## src/design/pbjmux_pkg.sv

```systemverilog
// ****************************************************************
// Register map and field layout
// ****************************************************************
package pbjmux_pkg;

  localparam int ADDR_W = 8;
  localparam int DATA_W = 32;
  localparam int PORT_W = 8;

  // Byte offsets of the word registers on the APB bus
  localparam logic [7:0] OFF_PB_PINS = 8'h00;
  localparam logic [7:0] OFF_PB_LAT = 8'h04;
  localparam logic [7:0] OFF_PB_DIR = 8'h08;
  localparam logic [7:0] OFF_PJ_PINS = 8'h0c;
  localparam logic [7:0] OFF_PJ_LAT = 8'h10;
  localparam logic [7:0] OFF_PJ_DIR = 8'h14;
  localparam logic [7:0] OFF_PADCFG = 8'h18;
  localparam logic [7:0] OFF_CTRL = 8'h1c;
  localparam logic [7:0] OFF_IRQ_STAT = 8'h20;
  localparam logic [7:0] OFF_IRQ_CLR = 8'h24;
  localparam logic [7:0] OFF_IRQ_EN = 8'h28;

  // Reset values
  localparam logic [7:0] RST_LAT = 8'h00;
  localparam logic [7:0] RST_DIR = 8'hff;
  localparam logic [7:0] RST_PADCFG = 8'h00;
  localparam logic [7:0] RST_CTRL = 8'h01;
  localparam logic [1:0] RST_IRQ = 2'h0;

  // Field positions
  localparam int CTRL_PU_DIS_N = 0;
  localparam int PADCFG_PJ_PU = 5;
  localparam int IRQ_W = 2;
  localparam int IRQ_CHG = 0;
  localparam int IRQ_EXT3 = 1;

  // Port B pin roles
  localparam int PB_CHAN2 = 3;
  localparam int PB_TMR = 5;
  localparam int PB_DBG_CLK = 6;
  localparam int PB_DBG_DAT = 7;
  localparam int PB_CHG_LO = 4;
  localparam int CHG_W = 4;

  // Implemented bits of the pad configuration register
  localparam logic [7:0] PADCFG_MASK = 8'he6;

endpackage : pbjmux_pkg

```

## src/design/pbjmux_chg_det.sv

```systemverilog
`timescale 1ns/1ps
// ****************************************************************
// Pin-change compare against the last value read
// ****************************************************************
module pbjmux_chg_det #(
  parameter int W = 4
) (
  input wire logic pclk, // System clock
  input wire logic presetn, // Async reset, active low
  input wire logic [W-1:0] pins, // Live pin levels
  input wire logic [W-1:0] as_input, // Pin configured as input
  input wire logic read_pulse, // Port register read completes
  output logic change // Some input differs from snapshot
);

  logic [W-1:0] snap_q;
  logic [W-1:0] snap_d;

  // Snapshot refreshed only by a read; output pins never compare
  assign snap_d = read_pulse ? pins : snap_q;
  assign change = |((pins ^ snap_q) & as_input);

  always_ff @(posedge pclk or negedge presetn) begin
    if (!presetn) begin
      snap_q <= '0;
    end else begin
      snap_q <= snap_d;
    end
  end

endmodule : pbjmux_chg_det

```

## src/design/pbjmux_top.sv

```systemverilog
// The APB interface to the registers and the register addresses are this design's own decisions.
`timescale 1ns/1ps
// Behaviour
// - A port B pin with direction 1 is an input read through the pin register, pulled up while the disable bit is 0.
// - Port B bit 3 as an input also feeds external interrupt channel 3.
// - Mapped capture/compare channel 2 drives bit 3 with direction 0 and takes its capture input with direction 1.
// - Enhanced PWM channel A overrides bit 3 and may float during a PWM shutdown.
// - Channel 2 uses bit 3 only when its pin-select bit is 0 and extended mode is active.
// - Port B bit 5 feeds the timer 3 clock and timer 1 gate whatever its direction.
// - With the serial debug function on, bit 7 is its two-way data line and bit 6 its clock input.
// - Functions marked don't care ignore the direction bit and override it.
// - With the memory interface on, port J bits 0, 1 and 5 carry latch enable, output enable and chip enable.
// - With the memory interface on, port J bits 2 and 3 carry the low and high write strobes.
// - With the memory interface on, port J bits 4, 6 and 7 carry byte address 0 and the byte selects.
// - On the reduced-pin variant the port J registers and its pull-up control read as zero.
module pbjmux_top #(
  parameter bit REDUCED_PKG = 1'b0
) (
  input wire logic pclk, // System clock, 250 MHz
  input wire logic presetn, // Async reset, active low
  input wire logic psel, // APB select
  input wire logic penable, // APB access phase
  input wire logic pwrite, // APB direction
  input wire logic [7:0] paddr, // APB byte address
  input wire logic [31:0] pwdata, // APB write data
  output logic [31:0] prdata, // APB read data
  output logic pready, // APB ready
  output logic pslverr, // APB error, unmapped address
  input wire logic [7:0] pb_in, // Port B pin levels
  output logic [7:0] pb_out, // Port B pin drive value
  output logic [7:0] pb_oe, // Port B drive enable
  output logic [7:0] pb_pullup, // Port B weak pull-up on
  input wire logic [7:0] pj_in, // Port J pin levels
  output logic [7:0] pj_out, // Port J pin drive value
  output logic [7:0] pj_oe, // Port J drive enable
  output logic [7:0] pj_pullup, // Port J weak pull-up on
  input wire logic chan2_pin_select, // Config bit, 0 picks bit 3
  input wire logic ext_mode, // Extended controller mode
  input wire logic chan2_out_en, // Compare/PWM output active
  input wire logic chan2_out, // Compare/PWM output level
  output logic chan2_capture_in, // Capture input to channel 2
  input wire logic pwm2a_en, // Enhanced PWM channel A active
  input wire logic pwm2a_out, // Enhanced PWM channel A level
  input wire logic pwm2a_shutdown_tri, // Float pin during shutdown
  output logic ext_irq3_in, // External interrupt 3 input
  output logic timer3_clk_in, // Timer 3 external clock
  output logic timer1_gate_in, // Timer 1 gate
  input wire logic debug_active, // Serial debug function on
  input wire logic debug_data_oe, // Debug wants to drive data
  input wire logic debug_data_out, // Debug data to pin
  output logic debug_serial_clk, // Debug clock from pin
  output logic debug_serial_data, // Debug data from pin
  input wire logic emi_active, // External memory bus on
  input wire logic emi_ale, // Address latch enable
  input wire logic emi_oe_n, // Output enable, active low
  input wire logic write_low_strobe, // Low byte write strobe
  input wire logic write_high_strobe, // High byte write strobe
  input wire logic byte_addr_bit0, // Byte address 0
  input wire logic emi_ce_n, // Chip enable, active low
  input wire logic low_byte_select, // Lower byte enable
  input wire logic upper_byte_select, // Upper byte enable
  output logic irq // Level interrupt
);

  // ****************************************************************
  // Bus decode
  // ****************************************************************

  function automatic logic addr_hit(input logic [7:0] a, input logic [7:0] off);
    addr_hit = (a == off);
  endfunction : addr_hit

  logic setup_ph;
  logic wr_acc;
  logic rd_acc;
  logic hit_pb_pins;
  logic hit_pb_lat;
  logic hit_pb_dir;
  logic hit_pj_pins;
  logic hit_pj_lat;
  logic hit_pj_dir;
  logic hit_padcfg;
  logic hit_ctrl;
  logic hit_stat;
  logic hit_clr;
  logic hit_en;
  logic hit_any;

  // Zero-wait slave: data registered in setup, ready in access
  assign setup_ph = psel & ~penable;
  assign wr_acc = psel & penable & pwrite;
  assign rd_acc = psel & penable & ~pwrite;
  assign pready = 1'b1;
  assign hit_pb_pins = addr_hit(paddr, pbjmux_pkg::OFF_PB_PINS);
  assign hit_pb_lat = addr_hit(paddr, pbjmux_pkg::OFF_PB_LAT);
  assign hit_pb_dir = addr_hit(paddr, pbjmux_pkg::OFF_PB_DIR);
  assign hit_pj_pins = addr_hit(paddr, pbjmux_pkg::OFF_PJ_PINS);
  assign hit_pj_lat = addr_hit(paddr, pbjmux_pkg::OFF_PJ_LAT);
  assign hit_pj_dir = addr_hit(paddr, pbjmux_pkg::OFF_PJ_DIR);
  assign hit_padcfg = addr_hit(paddr, pbjmux_pkg::OFF_PADCFG);
  assign hit_ctrl = addr_hit(paddr, pbjmux_pkg::OFF_CTRL);
  assign hit_stat = addr_hit(paddr, pbjmux_pkg::OFF_IRQ_STAT);
  assign hit_clr = addr_hit(paddr, pbjmux_pkg::OFF_IRQ_CLR);
  assign hit_en = addr_hit(paddr, pbjmux_pkg::OFF_IRQ_EN);
  assign hit_any = hit_pb_pins | hit_pb_lat | hit_pb_dir | hit_pj_pins | hit_pj_lat | hit_pj_dir
                 | hit_padcfg | hit_ctrl | hit_stat | hit_clr | hit_en;

  // ****************************************************************
  // Software registers
  // ****************************************************************

  logic [7:0] pb_lat_q;
  logic [7:0] pb_lat_d;
  logic [7:0] pb_dir_q;
  logic [7:0] pb_dir_d;
  logic [7:0] pj_lat_q;
  logic [7:0] pj_lat_d;
  logic [7:0] pj_dir_q;
  logic [7:0] pj_dir_d;
  logic [7:0] padcfg_q;
  logic [7:0] padcfg_d;
  logic weak_pullup_disable_n_q;
  logic weak_pullup_disable_n_d;
  logic [7:0] wbyte;

  // Writing a pin register lands in the latch, as on a real port
  assign wbyte = pwdata[7:0];
  assign pb_lat_d = (wr_acc & (hit_pb_lat | hit_pb_pins)) ? wbyte : pb_lat_q;
  assign pb_dir_d = (wr_acc & hit_pb_dir) ? wbyte : pb_dir_q;
  assign pj_lat_d = (wr_acc & (hit_pj_lat | hit_pj_pins)) ? wbyte : pj_lat_q;
  assign pj_dir_d = (wr_acc & hit_pj_dir) ? wbyte : pj_dir_q;
  assign padcfg_d = (wr_acc & hit_padcfg) ? (wbyte & pbjmux_pkg::PADCFG_MASK) : padcfg_q;
  assign weak_pullup_disable_n_d = (wr_acc & hit_ctrl) ? pwdata[pbjmux_pkg::CTRL_PU_DIS_N]
                                                       : weak_pullup_disable_n_q;

  // Register state, writes taken at the access edge only
  always_ff @(posedge pclk or negedge presetn) begin
    if (!presetn) begin
      pb_lat_q <= pbjmux_pkg::RST_LAT;
      pb_dir_q <= pbjmux_pkg::RST_DIR;
      pj_lat_q <= pbjmux_pkg::RST_LAT;
      pj_dir_q <= pbjmux_pkg::RST_DIR;
      padcfg_q <= pbjmux_pkg::RST_PADCFG;
      weak_pullup_disable_n_q <= pbjmux_pkg::RST_CTRL[pbjmux_pkg::CTRL_PU_DIS_N];
    end else begin
      pb_lat_q <= pb_lat_d;
      pb_dir_q <= pb_dir_d;
      pj_lat_q <= pj_lat_d;
      pj_dir_q <= pj_dir_d;
      padcfg_q <= padcfg_d;
      weak_pullup_disable_n_q <= weak_pullup_disable_n_d;
    end
  end

  // ****************************************************************
  // Port B pin functions
  // ****************************************************************

  logic chan2_mapped;
  logic chan2_drive;
  logic pwm2a_drive;
  logic pwm2a_float;
  logic [7:0] pb_is_in;
  logic [7:0] pb_out_base;
  logic [7:0] pb_oe_base;

  // Channel 2 reaches bit 3 only through the alternate mapping
  assign chan2_mapped = ~chan2_pin_select & ext_mode;
  assign chan2_drive = chan2_mapped & chan2_out_en & ~pb_dir_q[pbjmux_pkg::PB_CHAN2];
  assign pwm2a_drive = chan2_mapped & pwm2a_en & ~pb_dir_q[pbjmux_pkg::PB_CHAN2];
  assign pwm2a_float = pwm2a_drive & pwm2a_shutdown_tri;

  // Plain port behaviour before any override
  assign pb_is_in = pb_dir_q;
  assign pb_out_base = pb_lat_q;
  assign pb_oe_base = ~pb_dir_q;

  // Per-bit override, peripheral output first, then latch
  always_comb begin
    pb_out = pb_out_base;
    pb_oe = pb_oe_base;
    if (pwm2a_drive) begin
      pb_out[pbjmux_pkg::PB_CHAN2] = pwm2a_out;
      pb_oe[pbjmux_pkg::PB_CHAN2] = ~pwm2a_float;
    end else if (chan2_drive) begin
      pb_out[pbjmux_pkg::PB_CHAN2] = chan2_out;
    end
    if (debug_active) begin
      pb_oe[pbjmux_pkg::PB_DBG_CLK] = 1'b0;
      pb_out[pbjmux_pkg::PB_DBG_DAT] = debug_data_out;
      pb_oe[pbjmux_pkg::PB_DBG_DAT] = debug_data_oe;
    end
  end

  // Pull-up only on inputs; a driven pin never carries one
  assign pb_pullup = pb_is_in & ~pb_oe & {8{~weak_pullup_disable_n_q}};

  // Input taps toward peripherals
  assign ext_irq3_in = pb_in[pbjmux_pkg::PB_CHAN2] & pb_dir_q[pbjmux_pkg::PB_CHAN2];
  assign chan2_capture_in = pb_in[pbjmux_pkg::PB_CHAN2] & pb_dir_q[pbjmux_pkg::PB_CHAN2]
                          & chan2_mapped;
  assign timer3_clk_in = pb_in[pbjmux_pkg::PB_TMR];
  assign timer1_gate_in = pb_in[pbjmux_pkg::PB_TMR];
  assign debug_serial_clk = pb_in[pbjmux_pkg::PB_DBG_CLK] & debug_active;
  assign debug_serial_data = pb_in[pbjmux_pkg::PB_DBG_DAT] & debug_active;

  // ****************************************************************
  // Port J pin functions
  // ****************************************************************

  logic [7:0] emi_vec;
  logic [7:0] pj_lat_rd;
  logic [7:0] pj_dir_rd;
  logic [7:0] pj_pins_rd;
  logic [7:0] padcfg_rd;
  logic port_j_pullup_on;

  // Strobes in pin order, bit 0 upward
  assign emi_vec = {upper_byte_select, low_byte_select, emi_ce_n, byte_addr_bit0,
                    write_high_strobe, write_low_strobe, emi_oe_n, emi_ale};

  // Memory strobes beat the latch whatever the direction bits say
  assign pj_out = REDUCED_PKG ? 8'h00 : (emi_active ? emi_vec : pj_lat_q);
  assign pj_oe = REDUCED_PKG ? 8'h00 : (emi_active ? 8'hff : ~pj_dir_q);

  // Pin-poor variant: whole port and its pull-up bit vanish
  assign port_j_pullup_on = padcfg_q[pbjmux_pkg::PADCFG_PJ_PU] & ~REDUCED_PKG;
  assign pj_pullup = ~pj_oe & pj_dir_q & {8{port_j_pullup_on}};
  assign pj_lat_rd = REDUCED_PKG ? 8'h00 : pj_lat_q;
  assign pj_dir_rd = REDUCED_PKG ? 8'h00 : pj_dir_q;
  assign pj_pins_rd = REDUCED_PKG ? 8'h00 : pj_in;
  assign padcfg_rd = REDUCED_PKG ? (padcfg_q & ~(8'h01 << pbjmux_pkg::PADCFG_PJ_PU)) : padcfg_q;

  // ****************************************************************
  // Events and interrupt
  // ****************************************************************

  logic chg_now;
  logic pb_read;
  logic ext3_prev_q;
  logic ext3_rise;
  logic [1:0] ev;
  logic [1:0] irq_stat_q;
  logic [1:0] irq_stat_d;
  logic [1:0] irq_en_q;
  logic [1:0] irq_en_d;
  logic [1:0] clr_bits;

  assign pb_read = rd_acc & hit_pb_pins;

  pbjmux_chg_det #(
    .W(pbjmux_pkg::CHG_W)
  ) u_chg (
    .pclk(pclk),
    .presetn(presetn),
    .pins(pb_in[pbjmux_pkg::PB_CHG_LO +: pbjmux_pkg::CHG_W]),
    .as_input(pb_dir_q[pbjmux_pkg::PB_CHG_LO +: pbjmux_pkg::CHG_W]),
    .read_pulse(pb_read),
    .change(chg_now)
  );

  // Set beats clear so a change in the clear cycle is kept
  assign ext3_rise = ext_irq3_in & ~ext3_prev_q;
  assign ev = {ext3_rise, chg_now};
  assign clr_bits = (wr_acc & hit_clr) ? pwdata[pbjmux_pkg::IRQ_W-1:0] : 2'h0;
  assign irq_stat_d = (irq_stat_q & ~clr_bits) | ev;
  assign irq_en_d = (wr_acc & hit_en) ? pwdata[pbjmux_pkg::IRQ_W-1:0] : irq_en_q;
  assign irq = |(irq_stat_q & irq_en_q);

  // Sticky status and enable
  always_ff @(posedge pclk or negedge presetn) begin
    if (!presetn) begin
      irq_stat_q <= pbjmux_pkg::RST_IRQ;
      irq_en_q <= pbjmux_pkg::RST_IRQ;
      ext3_prev_q <= 1'b0;
    end else begin
      irq_stat_q <= irq_stat_d;
      irq_en_q <= irq_en_d;
      ext3_prev_q <= ext_irq3_in;
    end
  end

  // ****************************************************************
  // Read data
  // ****************************************************************

  logic [7:0] rd_byte;
  logic [31:0] prdata_q;
  logic [31:0] prdata_d;
  logic pslverr_q;
  logic pslverr_d;

  // Address select, clear register reads as zero
  assign rd_byte = hit_pb_pins ? pb_in :
                   hit_pb_lat ? pb_lat_q :
                   hit_pb_dir ? pb_dir_q :
                   hit_pj_pins ? pj_pins_rd :
                   hit_pj_lat ? pj_lat_rd :
                   hit_pj_dir ? pj_dir_rd :
                   hit_padcfg ? padcfg_rd :
                   hit_ctrl ? {7'h00, weak_pullup_disable_n_q} :
                   hit_stat ? {6'h00, irq_stat_q} :
                   hit_en ? {6'h00, irq_en_q} : 8'h00;
  assign prdata_d = setup_ph ? {24'h000000, rd_byte} : prdata_q;
  assign pslverr_d = setup_ph ? ~hit_any : (penable ? pslverr_q : 1'b0);
  assign prdata = prdata_q;
  assign pslverr = pslverr_q & penable;

  // Read data captured in setup so it is steady through access
  always_ff @(posedge pclk or negedge presetn) begin
    if (!presetn) begin
      prdata_q <= 32'h00000000;
      pslverr_q <= 1'b0;
    end else begin
      prdata_q <= prdata_d;
      pslverr_q <= pslverr_d;
    end
  end

endmodule : pbjmux_top

```

## config.mk

```make
export PLATFORM = sky130hd
export DESIGN_NAME = pbjmux_top
export DESIGN_NICKNAME = d
export VERILOG_FILES = /design/src/design/pbjmux_pkg.sv /design/src/design/pbjmux_chg_det.sv /design/src/design/pbjmux_top.sv
export SDC_FILE = /design/constraint.sdc
export NUM_CORES = 1
export LEC_CHECK = 0
export BUFFER_PORTS_ARGS = -buffer_cell sky130_fd_sc_hd__buf_2
export CAP_MARGIN = 20
export CORE_UTILIZATION = 51
export DETAILED_ROUTE_END_ITERATION = 7
export GPL_TIMING_DRIVEN = 0
export HOLD_SLACK_MARGIN = 0.15
export MAX_ROUTING_LAYER = met4
export PLACE_DENSITY = 0.86
export REMOVE_ABC_BUFFERS = 1
export SYNTH_ARGS = -nofsm -noshare
export SYNTH_HDL_FRONTEND = slang
export SYNTH_SLANG_ARGS = --single-unit
```

## constraint.sdc

```tcl
create_clock -name pclk -period 3.8 [get_ports pclk]
set_input_delay 0.57 -clock pclk [delete_from_list [all_inputs] [get_ports pclk]]
set_output_delay 0.57 -clock pclk [all_outputs]
set_load 0.05 [all_outputs]
```

==> metrics.md, run 1 <==
| Metric | Value |
|---|---|
| Quantity of I/O buffers inserted on ports | `approximately 120` |
| Placed instance count | `560` |
| Post-synthesis average cell area | `approximately 9.9 sq um` |
| Worst Hold Margin | `roughly 0.24 ns` |
| Count of clock tree sinks | `56` |
| Post-Syn Area | `0.00365 sq mm` |
| Top delay family on crit path | `simple AND/OR/NAND/NOR gates` |
| Startpoint kind of the worst setup timing path | `input pin` |
| Cell-by-cell trace of the critical path | `buf_2 -> or4b_1 -> nor2_8 -> nand2_4 -> a21oi_4 -> mux2_2` |
| Fmax | `0.414 GHz` |
| Slowest cell on the critical path | `sky130_fd_sc_hd__or4b_1` |
| H-tree lvl count | `2` |
| Worst R2R Path Depth | `4` |
| Clk Latency, worst-skew pair | `between 0.3 and 0.4 ns` |
| Final number of setup-violating endpoints | `0` |
| Maximum clock insertion buffer count | `2` |
| Number of maximum-capacitance constraint violations | `0` |
| Setup Total Neg Slack | `0 ns` |
| Post-DR wirelength/cell | `17.1 um` |
| Area delta synth->final | `16.2%` |
| Pins over their slew limit | `0` |
| Worst supply voltage drop on vdd | `around 0.14 mV` |
| Number of distinct library cells after synthesis | `52` |
| Primary flip-flop cell chosen by synthesis mapping | `sky130_fd_sc_hd__dfrtp_1` |
| Number of antenna violations at the first check in global routing | `0` |
| Antenna diode count | `0` |
| CP Max Fanout | `12` |
| Post-synth EDFFs | `0` |
| Class of the worst hold path | `in2async` |
| Worst Setup Slack post-DPL | `1.08 ns` |
| Core utilization of the finished layout | `between 60 and 70%` |
| GPL Wtd Cong | `just over 0.9` |
| Endpoint required time on the critical path | `4.01 ns` |
| Number of instances in the synthesized netlist | `about 370` |
| Reg-to-Reg End | `prdata[2]$_DFFE_PN0P_` |
| Worst slew pin tran | `around 0.85 ns` |
| Overflow left after global routing | `0` |
| Die area | `0.00750 sq mm` |
| Unrepaired setup endpoints after global routing | `false` |
| Number of register bits inferred by synthesis | `56` |
| Data arrival, critical path | `2.63 ns` |
| Filler-free cell count of the finished design | `568` |
| Effective utilization at floorplan | `between 50% and 60%` |
| Area of placed instances | `around 0.0042 sq mm` |
| Post-CTS resize count | `0` |
| Total power | `approximately 1.3 mW` |
| Std cell rows | `30` |
| Slack of the worst reg-to-reg path | `between 2 and 2.5 ns` |
| Async set-reset flop share out of synthesis | `100%` |
| Count of boundary I/O pins | `~170` |
| Library cell used as clock root buffer | `sky130_fd_sc_hd__clkbuf_8` |
| Ratio of final minimum period to clock period | `a little under two thirds` |
| Number of buffer and inverter stages on the critical path | `1` |
| Vias in the first global route | `~2800` |
| Type of the worst setup path | `in2reg` |
| Number of buffers inserted during clock tree synthesis | `5` |
| Detailed placer's ending HPWL | `slightly above 7 mm` |
| Clock-pin slew reported for the worst setup and hold paths after clock tree synthesis | `approximately 0.1 ns` |
| Maximum cell stage delay along the critical path | `about 0.75 ns` |
| Final hold violations | `0` |
| Power per Cell Area | `roughly 300 mW/mm^2` |
| CORE AREA | `around 0.007 sq mm` |
| Leakage | `approximately 2.1 nW` |
| Number of nets with antenna violations after routing | `0` |
| Setup repair bufs after CTS | `0` |
| Pin count of the biggest net entering global routing | `34` |
| Final min period | `between 2 and 2.5 ns` |
| Vias after detailed routing | `around 3100` |
| Die Y | `just under 90 um` |
| Share of post-route cells with drive strength above 1 | `44.5%` |
| Global-route wire length before repair | `roughly 15 mm` |
| Endpoint class of the critical path | `flip-flop` |
| Ratio of routed vias to standard cells | `5.48` |
| Sequential share of the synthesized area | `about two fifths` |
| Post-route worst setup slack | `1.38 ns` |
| Number of violations reported at the end of detailed-routing iteration 0 | `222` |
| First-pass detailed-route iteration total | `4` |
| X dimension of the die | `a little under 90 um` |
| Detailed Route WL | `9.74 mm` |
| Startpoint of the worst-slack reg-to-reg timing path | `pb_dir_q[2]$_DFFE_PN1P_` |
| Final std cell area, no fill | `between 0.004 and 0.005 sq mm` |
| Worst clock skew | `about 0.0054 ns` |
| Overall global routing resource usage | `~28%` |
| Post-cts hold buffer count | `0` |
| Final layout net count | `about 550` |
| Max_slew headroom | `43.3%` |
| Clock tree from TritonCTS | `yes` |
| Result of the run | `completed` |
| Yosys warns | `0` |
| DRC violations left | `0` |
-- flip-flops by register name (all words and copies together), names as in the netlist --
register	count
pb_dir_q	8
pb_lat_q	8
pj_dir_q	8
pj_lat_q	8
prdata	8
padcfg_q	5
u_chg.snap_q	4
irq_en_q	2
irq_stat_q	2
ext3_prev_q	1
pslverr_q	1
weak_pullup_disable_n_q	1
-- final cells by class --
class,count,area [sq um]
Clock inverter,1,5.00
Multi-Input combinational cell,275,1950
Sequential cell,56,1420
Clock buffer,7,76.3
Timing Repair Buffer,120,616
Tap cell,96,120
Inverter,13,48.8
Fill cell,610,2630
-- Yosys cell counts (2+ instances only) --
cell                       number  area share, %
sky130_fd_sc_hd__a22oi_1        3           0.62
sky130_fd_sc_hd__nor2_2         2           0.34
sky130_fd_sc_hd__buf_1          3           0.31
sky130_fd_sc_hd__o31a_1         2           0.48
sky130_fd_sc_hd__a22o_1         5            1.2
sky130_fd_sc_hd__nor3_2         2           0.55
sky130_fd_sc_hd__conb_1         2           0.21
sky130_fd_sc_hd__a221oi_1       2           0.48
sky130_fd_sc_hd__or3_1          7            1.2
sky130_fd_sc_hd__inv_1         13            1.3
sky130_fd_sc_hd__a31oi_1        6            1.0
sky130_fd_sc_hd__nand3_1        6           0.82
sky130_fd_sc_hd__a21o_1         4           0.82
sky130_fd_sc_hd__a21oi_1       12            1.6
sky130_fd_sc_hd__and3b_1        2           0.48
sky130_fd_sc_hd__nor2_1        19            2.0
sky130_fd_sc_hd__nor2b_1       11            1.9
sky130_fd_sc_hd__nand2_1       21            2.2
sky130_fd_sc_hd__and2_1        13            2.2
sky130_fd_sc_hd__nor4_4         2            1.2
sky130_fd_sc_hd__xnor2_1        3           0.72
sky130_fd_sc_hd__clkbuf_1       8           0.82
sky130_fd_sc_hd__nor4_1         5           0.86
sky130_fd_sc_hd__mux2_2        54             17
sky130_fd_sc_hd__mux2i_1        4            1.1
sky130_fd_sc_hd__nor3_1         4           0.55
sky130_fd_sc_hd__dfrtp_1       39             27
sky130_fd_sc_hd__dfstp_2       17             12
sky130_fd_sc_hd__buf_4         33            6.8
sky130_fd_sc_hd__a32oi_1        2           0.48
sky130_fd_sc_hd__o21ai_0       17            2.3
sky130_fd_sc_hd__o221ai_1       3           0.72
sky130_fd_sc_hd__buf_2          2           0.27
sky130_fd_sc_hd__a32o_1         3           0.82
sky130_fd_sc_hd__o22ai_1        7            1.2
sky130_fd_sc_hd__nand2b_1      14            2.4
-- logic make-up after synthesis --
kind of cell | share of synthesized area, %
simple gates | 18.8
compound gates | 13.4
buf+inv | 9.84
mux | 17.8
flops | 39.0
xor+xnor | 0.960
other cells | 0.206
-- worst max-delay path by stage --
stage | startpoint | to | slack [ns] | cells past startpoint
6_report | paddr[4] | pj_lat_q[3]$_DFFE_PN0P_ | 1.38 | 6
5_1_grt | emi_active | pj_pullup[2] | 1.25 | 4
4_1_cts | emi_active | pj_pullup[2] | 1.36 | 4
3_5_place_dp | paddr[4] | pj_lat_q[1]$_DFFE_PN0P_ | 1.08 | 6
3_3_place_gp | paddr[4] | pj_lat_q[4]$_DFFE_PN0P_ | 1.11 | 6
2_1_floorplan | paddr[5] | pj_lat_q[0]$_DFFE_PN0P_ | 1.50 | 5
-- layer usage --
metal	vias to the layer above	track usage, %	routed length, um
met5	-	-	0
met1	1508	38.0	4380
li1	1460	-	-
met4	0	7.12	89
met2	137	43.4	4660
met3	9	3.52	612
-- report_power, final --
group	total (mW)	switching [mW]	internal (mW)
clock network	0.327	0.196	0.130
registers	0.634	0.0152	0.619
logic	0.322	0.238	0.0833
total	1.28	0.450	0.832
-- cell usage in the layout, fill, tap and decap left out, types with 7 or more instances in the layout --
cell | netlist | routed
sky130_fd_sc_hd__buf_2 | 2 | 119
sky130_fd_sc_hd__nand2b_1 | 14 | 14
sky130_fd_sc_hd__dfrtp_1 | 39 | 39
sky130_fd_sc_hd__mux2_2 | 54 | 54
sky130_fd_sc_hd__conb_1 | 2 | 25
sky130_fd_sc_hd__inv_1 | 13 | 13
sky130_fd_sc_hd__a21oi_1 | 12 | 12
sky130_fd_sc_hd__nor2b_1 | 11 | 11
sky130_fd_sc_hd__o22ai_1 | 7 | 7
sky130_fd_sc_hd__and2_1 | 13 | 13
sky130_fd_sc_hd__o21ai_0 | 17 | 17
sky130_fd_sc_hd__or3_1 | 7 | 7
sky130_fd_sc_hd__nand2_1 | 21 | 21
sky130_fd_sc_hd__dfstp_2 | 17 | 17
sky130_fd_sc_hd__nor2_1 | 19 | 19
Power figures use the tool's default switching activity.
==> run 2, diff against run 1 <==
- CORE_UTILIZATION: 51 -> 48
- PLACE_DENSITY: 0.86 -> 0.82
- clock period: 3.8 -> 2.44 ns (I/O delays scaled with it)
==> metrics.md, run 2 (synthesized netlist as in run 1, its figures left out) <==
| Metric | Value |
|---|---|
| Die area | `about 0.008 sq mm` |
| Setup repair bufs after CTS | `0` |
| Post-CTS resize count | `0` |
| Number of nets with antenna violations after routing | `0` |
| Filler-free cell count of the finished design | `572` |
| Data arrival, critical path | `2.41 ns` |
| Top delay family on crit path | `simple AND/OR/NAND/NOR gates` |
| Type of the worst setup path | `in2reg` |
| Number of antenna violations at the first check in global routing | `0` |
| Ratio of final minimum period to clock period | `between 90% and 100%` |
| Overall global routing resource usage | `between 20% and 30%` |
| Most frequent standard cell in the layout excluding fill and tap cells | `sky130_fd_sc_hd__buf_2` |
| Pins over their slew limit | `0` |
| Clk pwr share | `between 20% and 30%` |
| Std cell rows | `31` |
| Number of maximum-capacitance constraint violations | `0` |
| Footprint of the multi-input gates | `0.00195 sq mm` |
| Number of violations reported at the end of detailed-routing iteration 0 | `between 200 and 250` |
| Result of the run | `completed` |
| Startpoint kind of the worst setup timing path | `input pin` |
| Total internal power | `~1.3 mW` |
| Die Y | `between 80 and 90 um` |
| Detailed placer's ending HPWL | `~7.4 mm` |
| Number of buffer and inverter stages on the critical path | `1` |
| Endpoint required time on the critical path | `~2.6 ns` |
| Antenna diode count | `0` |
| Switch share | `34.6%` |
| Endpoint class of the critical path | `flip-flop` |
| Slowest cell on the critical path | `sky130_fd_sc_hd__nor3_2` |
| Number of buffers inserted during clock tree synthesis | `5` |
| Worst clock skew | `just over 0.007 ns` |
| Worst supply voltage drop on vdd | `roughly 0.21 mV` |
| Vias after detailed routing | `between 3000 and 4000` |
| Final layout net count | `around 550` |
| Global-route wire length before repair | `roughly 15 mm` |
| Quantity of I/O buffers inserted on ports | `119` |
| Maximum cell stage delay along the critical path | `0.74 ns` |
| Switching power total | `between 0.6 and 0.7 mW` |
| Clock-pin slew reported for the worst setup and hold paths after clock tree synthesis | `roughly 0.1 ns` |
| Worst Hold Margin | `approximately 0.32 ns` |
| Overflow left after global routing | `0` |
| Count of clock tree sinks | `56` |
| CP Max Fanout | `8` |
| Met1 Use GR | `35.6%` |
| Fraction of power consumed by combinational cells | `roughly a quarter` |
| Unrepaired setup endpoints after global routing | `false` |
| Fmax | `about 0.45 GHz` |
| H-tree lvl count | `2` |
| GPL Wtd Cong | `approximately 0.95` |
| Routing usage on met2 | `43.1%` |
| Vias in the first global route | `2905` |
| Core utilization of the finished layout | `between 50% and 60%` |
| Power per Cell Area | `roughly 470 mW/mm^2` |
| Top library cells by usage in the layout, fill and taps aside | `sky130_fd_sc_hd__buf_2, sky130_fd_sc_hd__mux2_2, sky130_fd_sc_hd__dfrtp_1` |
| Detailed Route WL | `9.86 mm` |
| Count of boundary I/O pins | `~170` |
| Effective utilization at floorplan | `50.1%` |
| DRC violations left | `0` |
| Post-route worst setup slack | `0.224 ns` |
| Final number of setup-violating endpoints | `0` |
| X dimension of the die | `roughly 89 um` |
| Share of post-route cells with drive strength above 1 | `44.8%` |
| Library cell used as clock root buffer | `sky130_fd_sc_hd__clkbuf_8` |
| First-pass detailed-route iteration total | `4` |
| Register area | `0.00142 sq mm` |
| Pin count of the biggest net entering global routing | `37` |
| Ratio of routed vias to standard cells | `~5.5` |
| Max_slew headroom | `between 40% and 50%` |
| Class of the worst hold path | `in2reg` |
| Worst slew pin tran | `approximately 0.87 ns` |
| Placed instance count | `about 560` |
| Maximum clock insertion buffer count | `2` |
| Worst Setup Slack post-DPL | `-0.0917 ns` |
| Total power | `just over 2 mW` |
| Area delta synth->final | `16.9%` |
| Global-route track usage on met3 | `approximately 4.5%` |
| Power share of the sequential group | `48.9%` |
| Clock tree from TritonCTS | `yes` |
| Most used routing layer | `met2` |
| Final hold violations | `0` |
| CORE AREA | `0.00729 sq mm` |
| Final min period | `2.22 ns` |
| Total of fill cells in the finished design | `662` |
| Cell-by-cell trace of the critical path | `buf_2 -> nor2_1 -> nand2_1 -> nor3_2 -> mux2_2` |
| Clk Latency, worst-skew pair | `just over 0.3 ns` |
| Leakage | `~2.1 nW` |
| Post-DR wirelength/cell | `between 15 and 20 um` |
==> run 2: cell types whose count changed in the layout (fill, tap and decap cells not counted), sizes merged <==
cell,change
clkbuf,-1
clkinv,+1
dlygate4sd3,+1
==> run 2: path summary, 6_finish.rpt <==
path	cells after the start	slack [ns]	start	endpoint
hold reg to reg	2	0.50	prdata[1]$_DFFE_PN0P_	prdata[1]$_DFFE_PN0P_
setup / recovery	5	0.22	paddr[1]	pb_lat_q[2]$_DFFE_PN0P_
hold / removal	3	0.32	pwdata[7]	pj_dir_q[7]$_DFFE_PN1P_
max in group asynchronous	3	1.26	presetn	pb_dir_q[2]$_DFFE_PN1P_
setup reg to reg	5	1.02	irq_stat_q[1]$_DFF_PN0_	prdata[1]$_DFFE_PN0P_
min in group asynchronous	2	0.54	presetn	prdata[1]$_DFFE_PN0P_
==> run 2: per-layer routing <==
layer  vias up  routed length [um]
met5         -                   0
met4         0                 142
met3        13                 740
li1       1462                   -
met2       156                4630
met1      1516                4350
==> run 2: power groups by stage <==
stage	Combinational [mW]	Clock [mW]	Sequential, mW
3_3_place_gp	0.492	0	1.00
4_1_cts	0.507	0.538	0.987
5_1_grt	0.548	0.572	0.991
6_report	0.507	0.527	0.987
3_5_place_dp	0.505	0	1.00
2_1_floorplan	0.287	0	1.05
==> run 2: layout make-up <==
cell class / instances / share of cell area (%)
clock buffer: 6 / 1.93
clock inverter: 2 / 0.235
inverter: 13 / 1.14
multi-input combinational: 275 / 45.8
sequential: 56 / 33.3
tap: 99 / 2.90
timing repair buffer: 121 / 14.7
==> run 2: worst register-to-register path, cell delays in order, from the launching register on <==
cell                        delay (ns)
sky130_fd_sc_hd__dfrtp_1          0.42
sky130_fd_sc_hd__mux2_2           0.27
sky130_fd_sc_hd__a2bb2oi_1        0.17
sky130_fd_sc_hd__nor4_1           0.07
sky130_fd_sc_hd__o31ai_1          0.26
sky130_fd_sc_hd__o21ai_0          0.11
==> run 2: stage by stage <==
stage / instance area [sq um] / TNS [ns]
floorplan: 3430 / 0
global placement: 4150 / -1.03
detailed placement: 4170 / -1.16
CTS: 4270 / 0
global route: 4270 / 0
finish: 4270 / 0
==> run 2: timing repair <==
action | 4_1_cts | 5_1_grt
endpoints found under the setup margin | 0 | 0
hold buffers | 1 | 0
hold endpoints to repair | 17 | 0
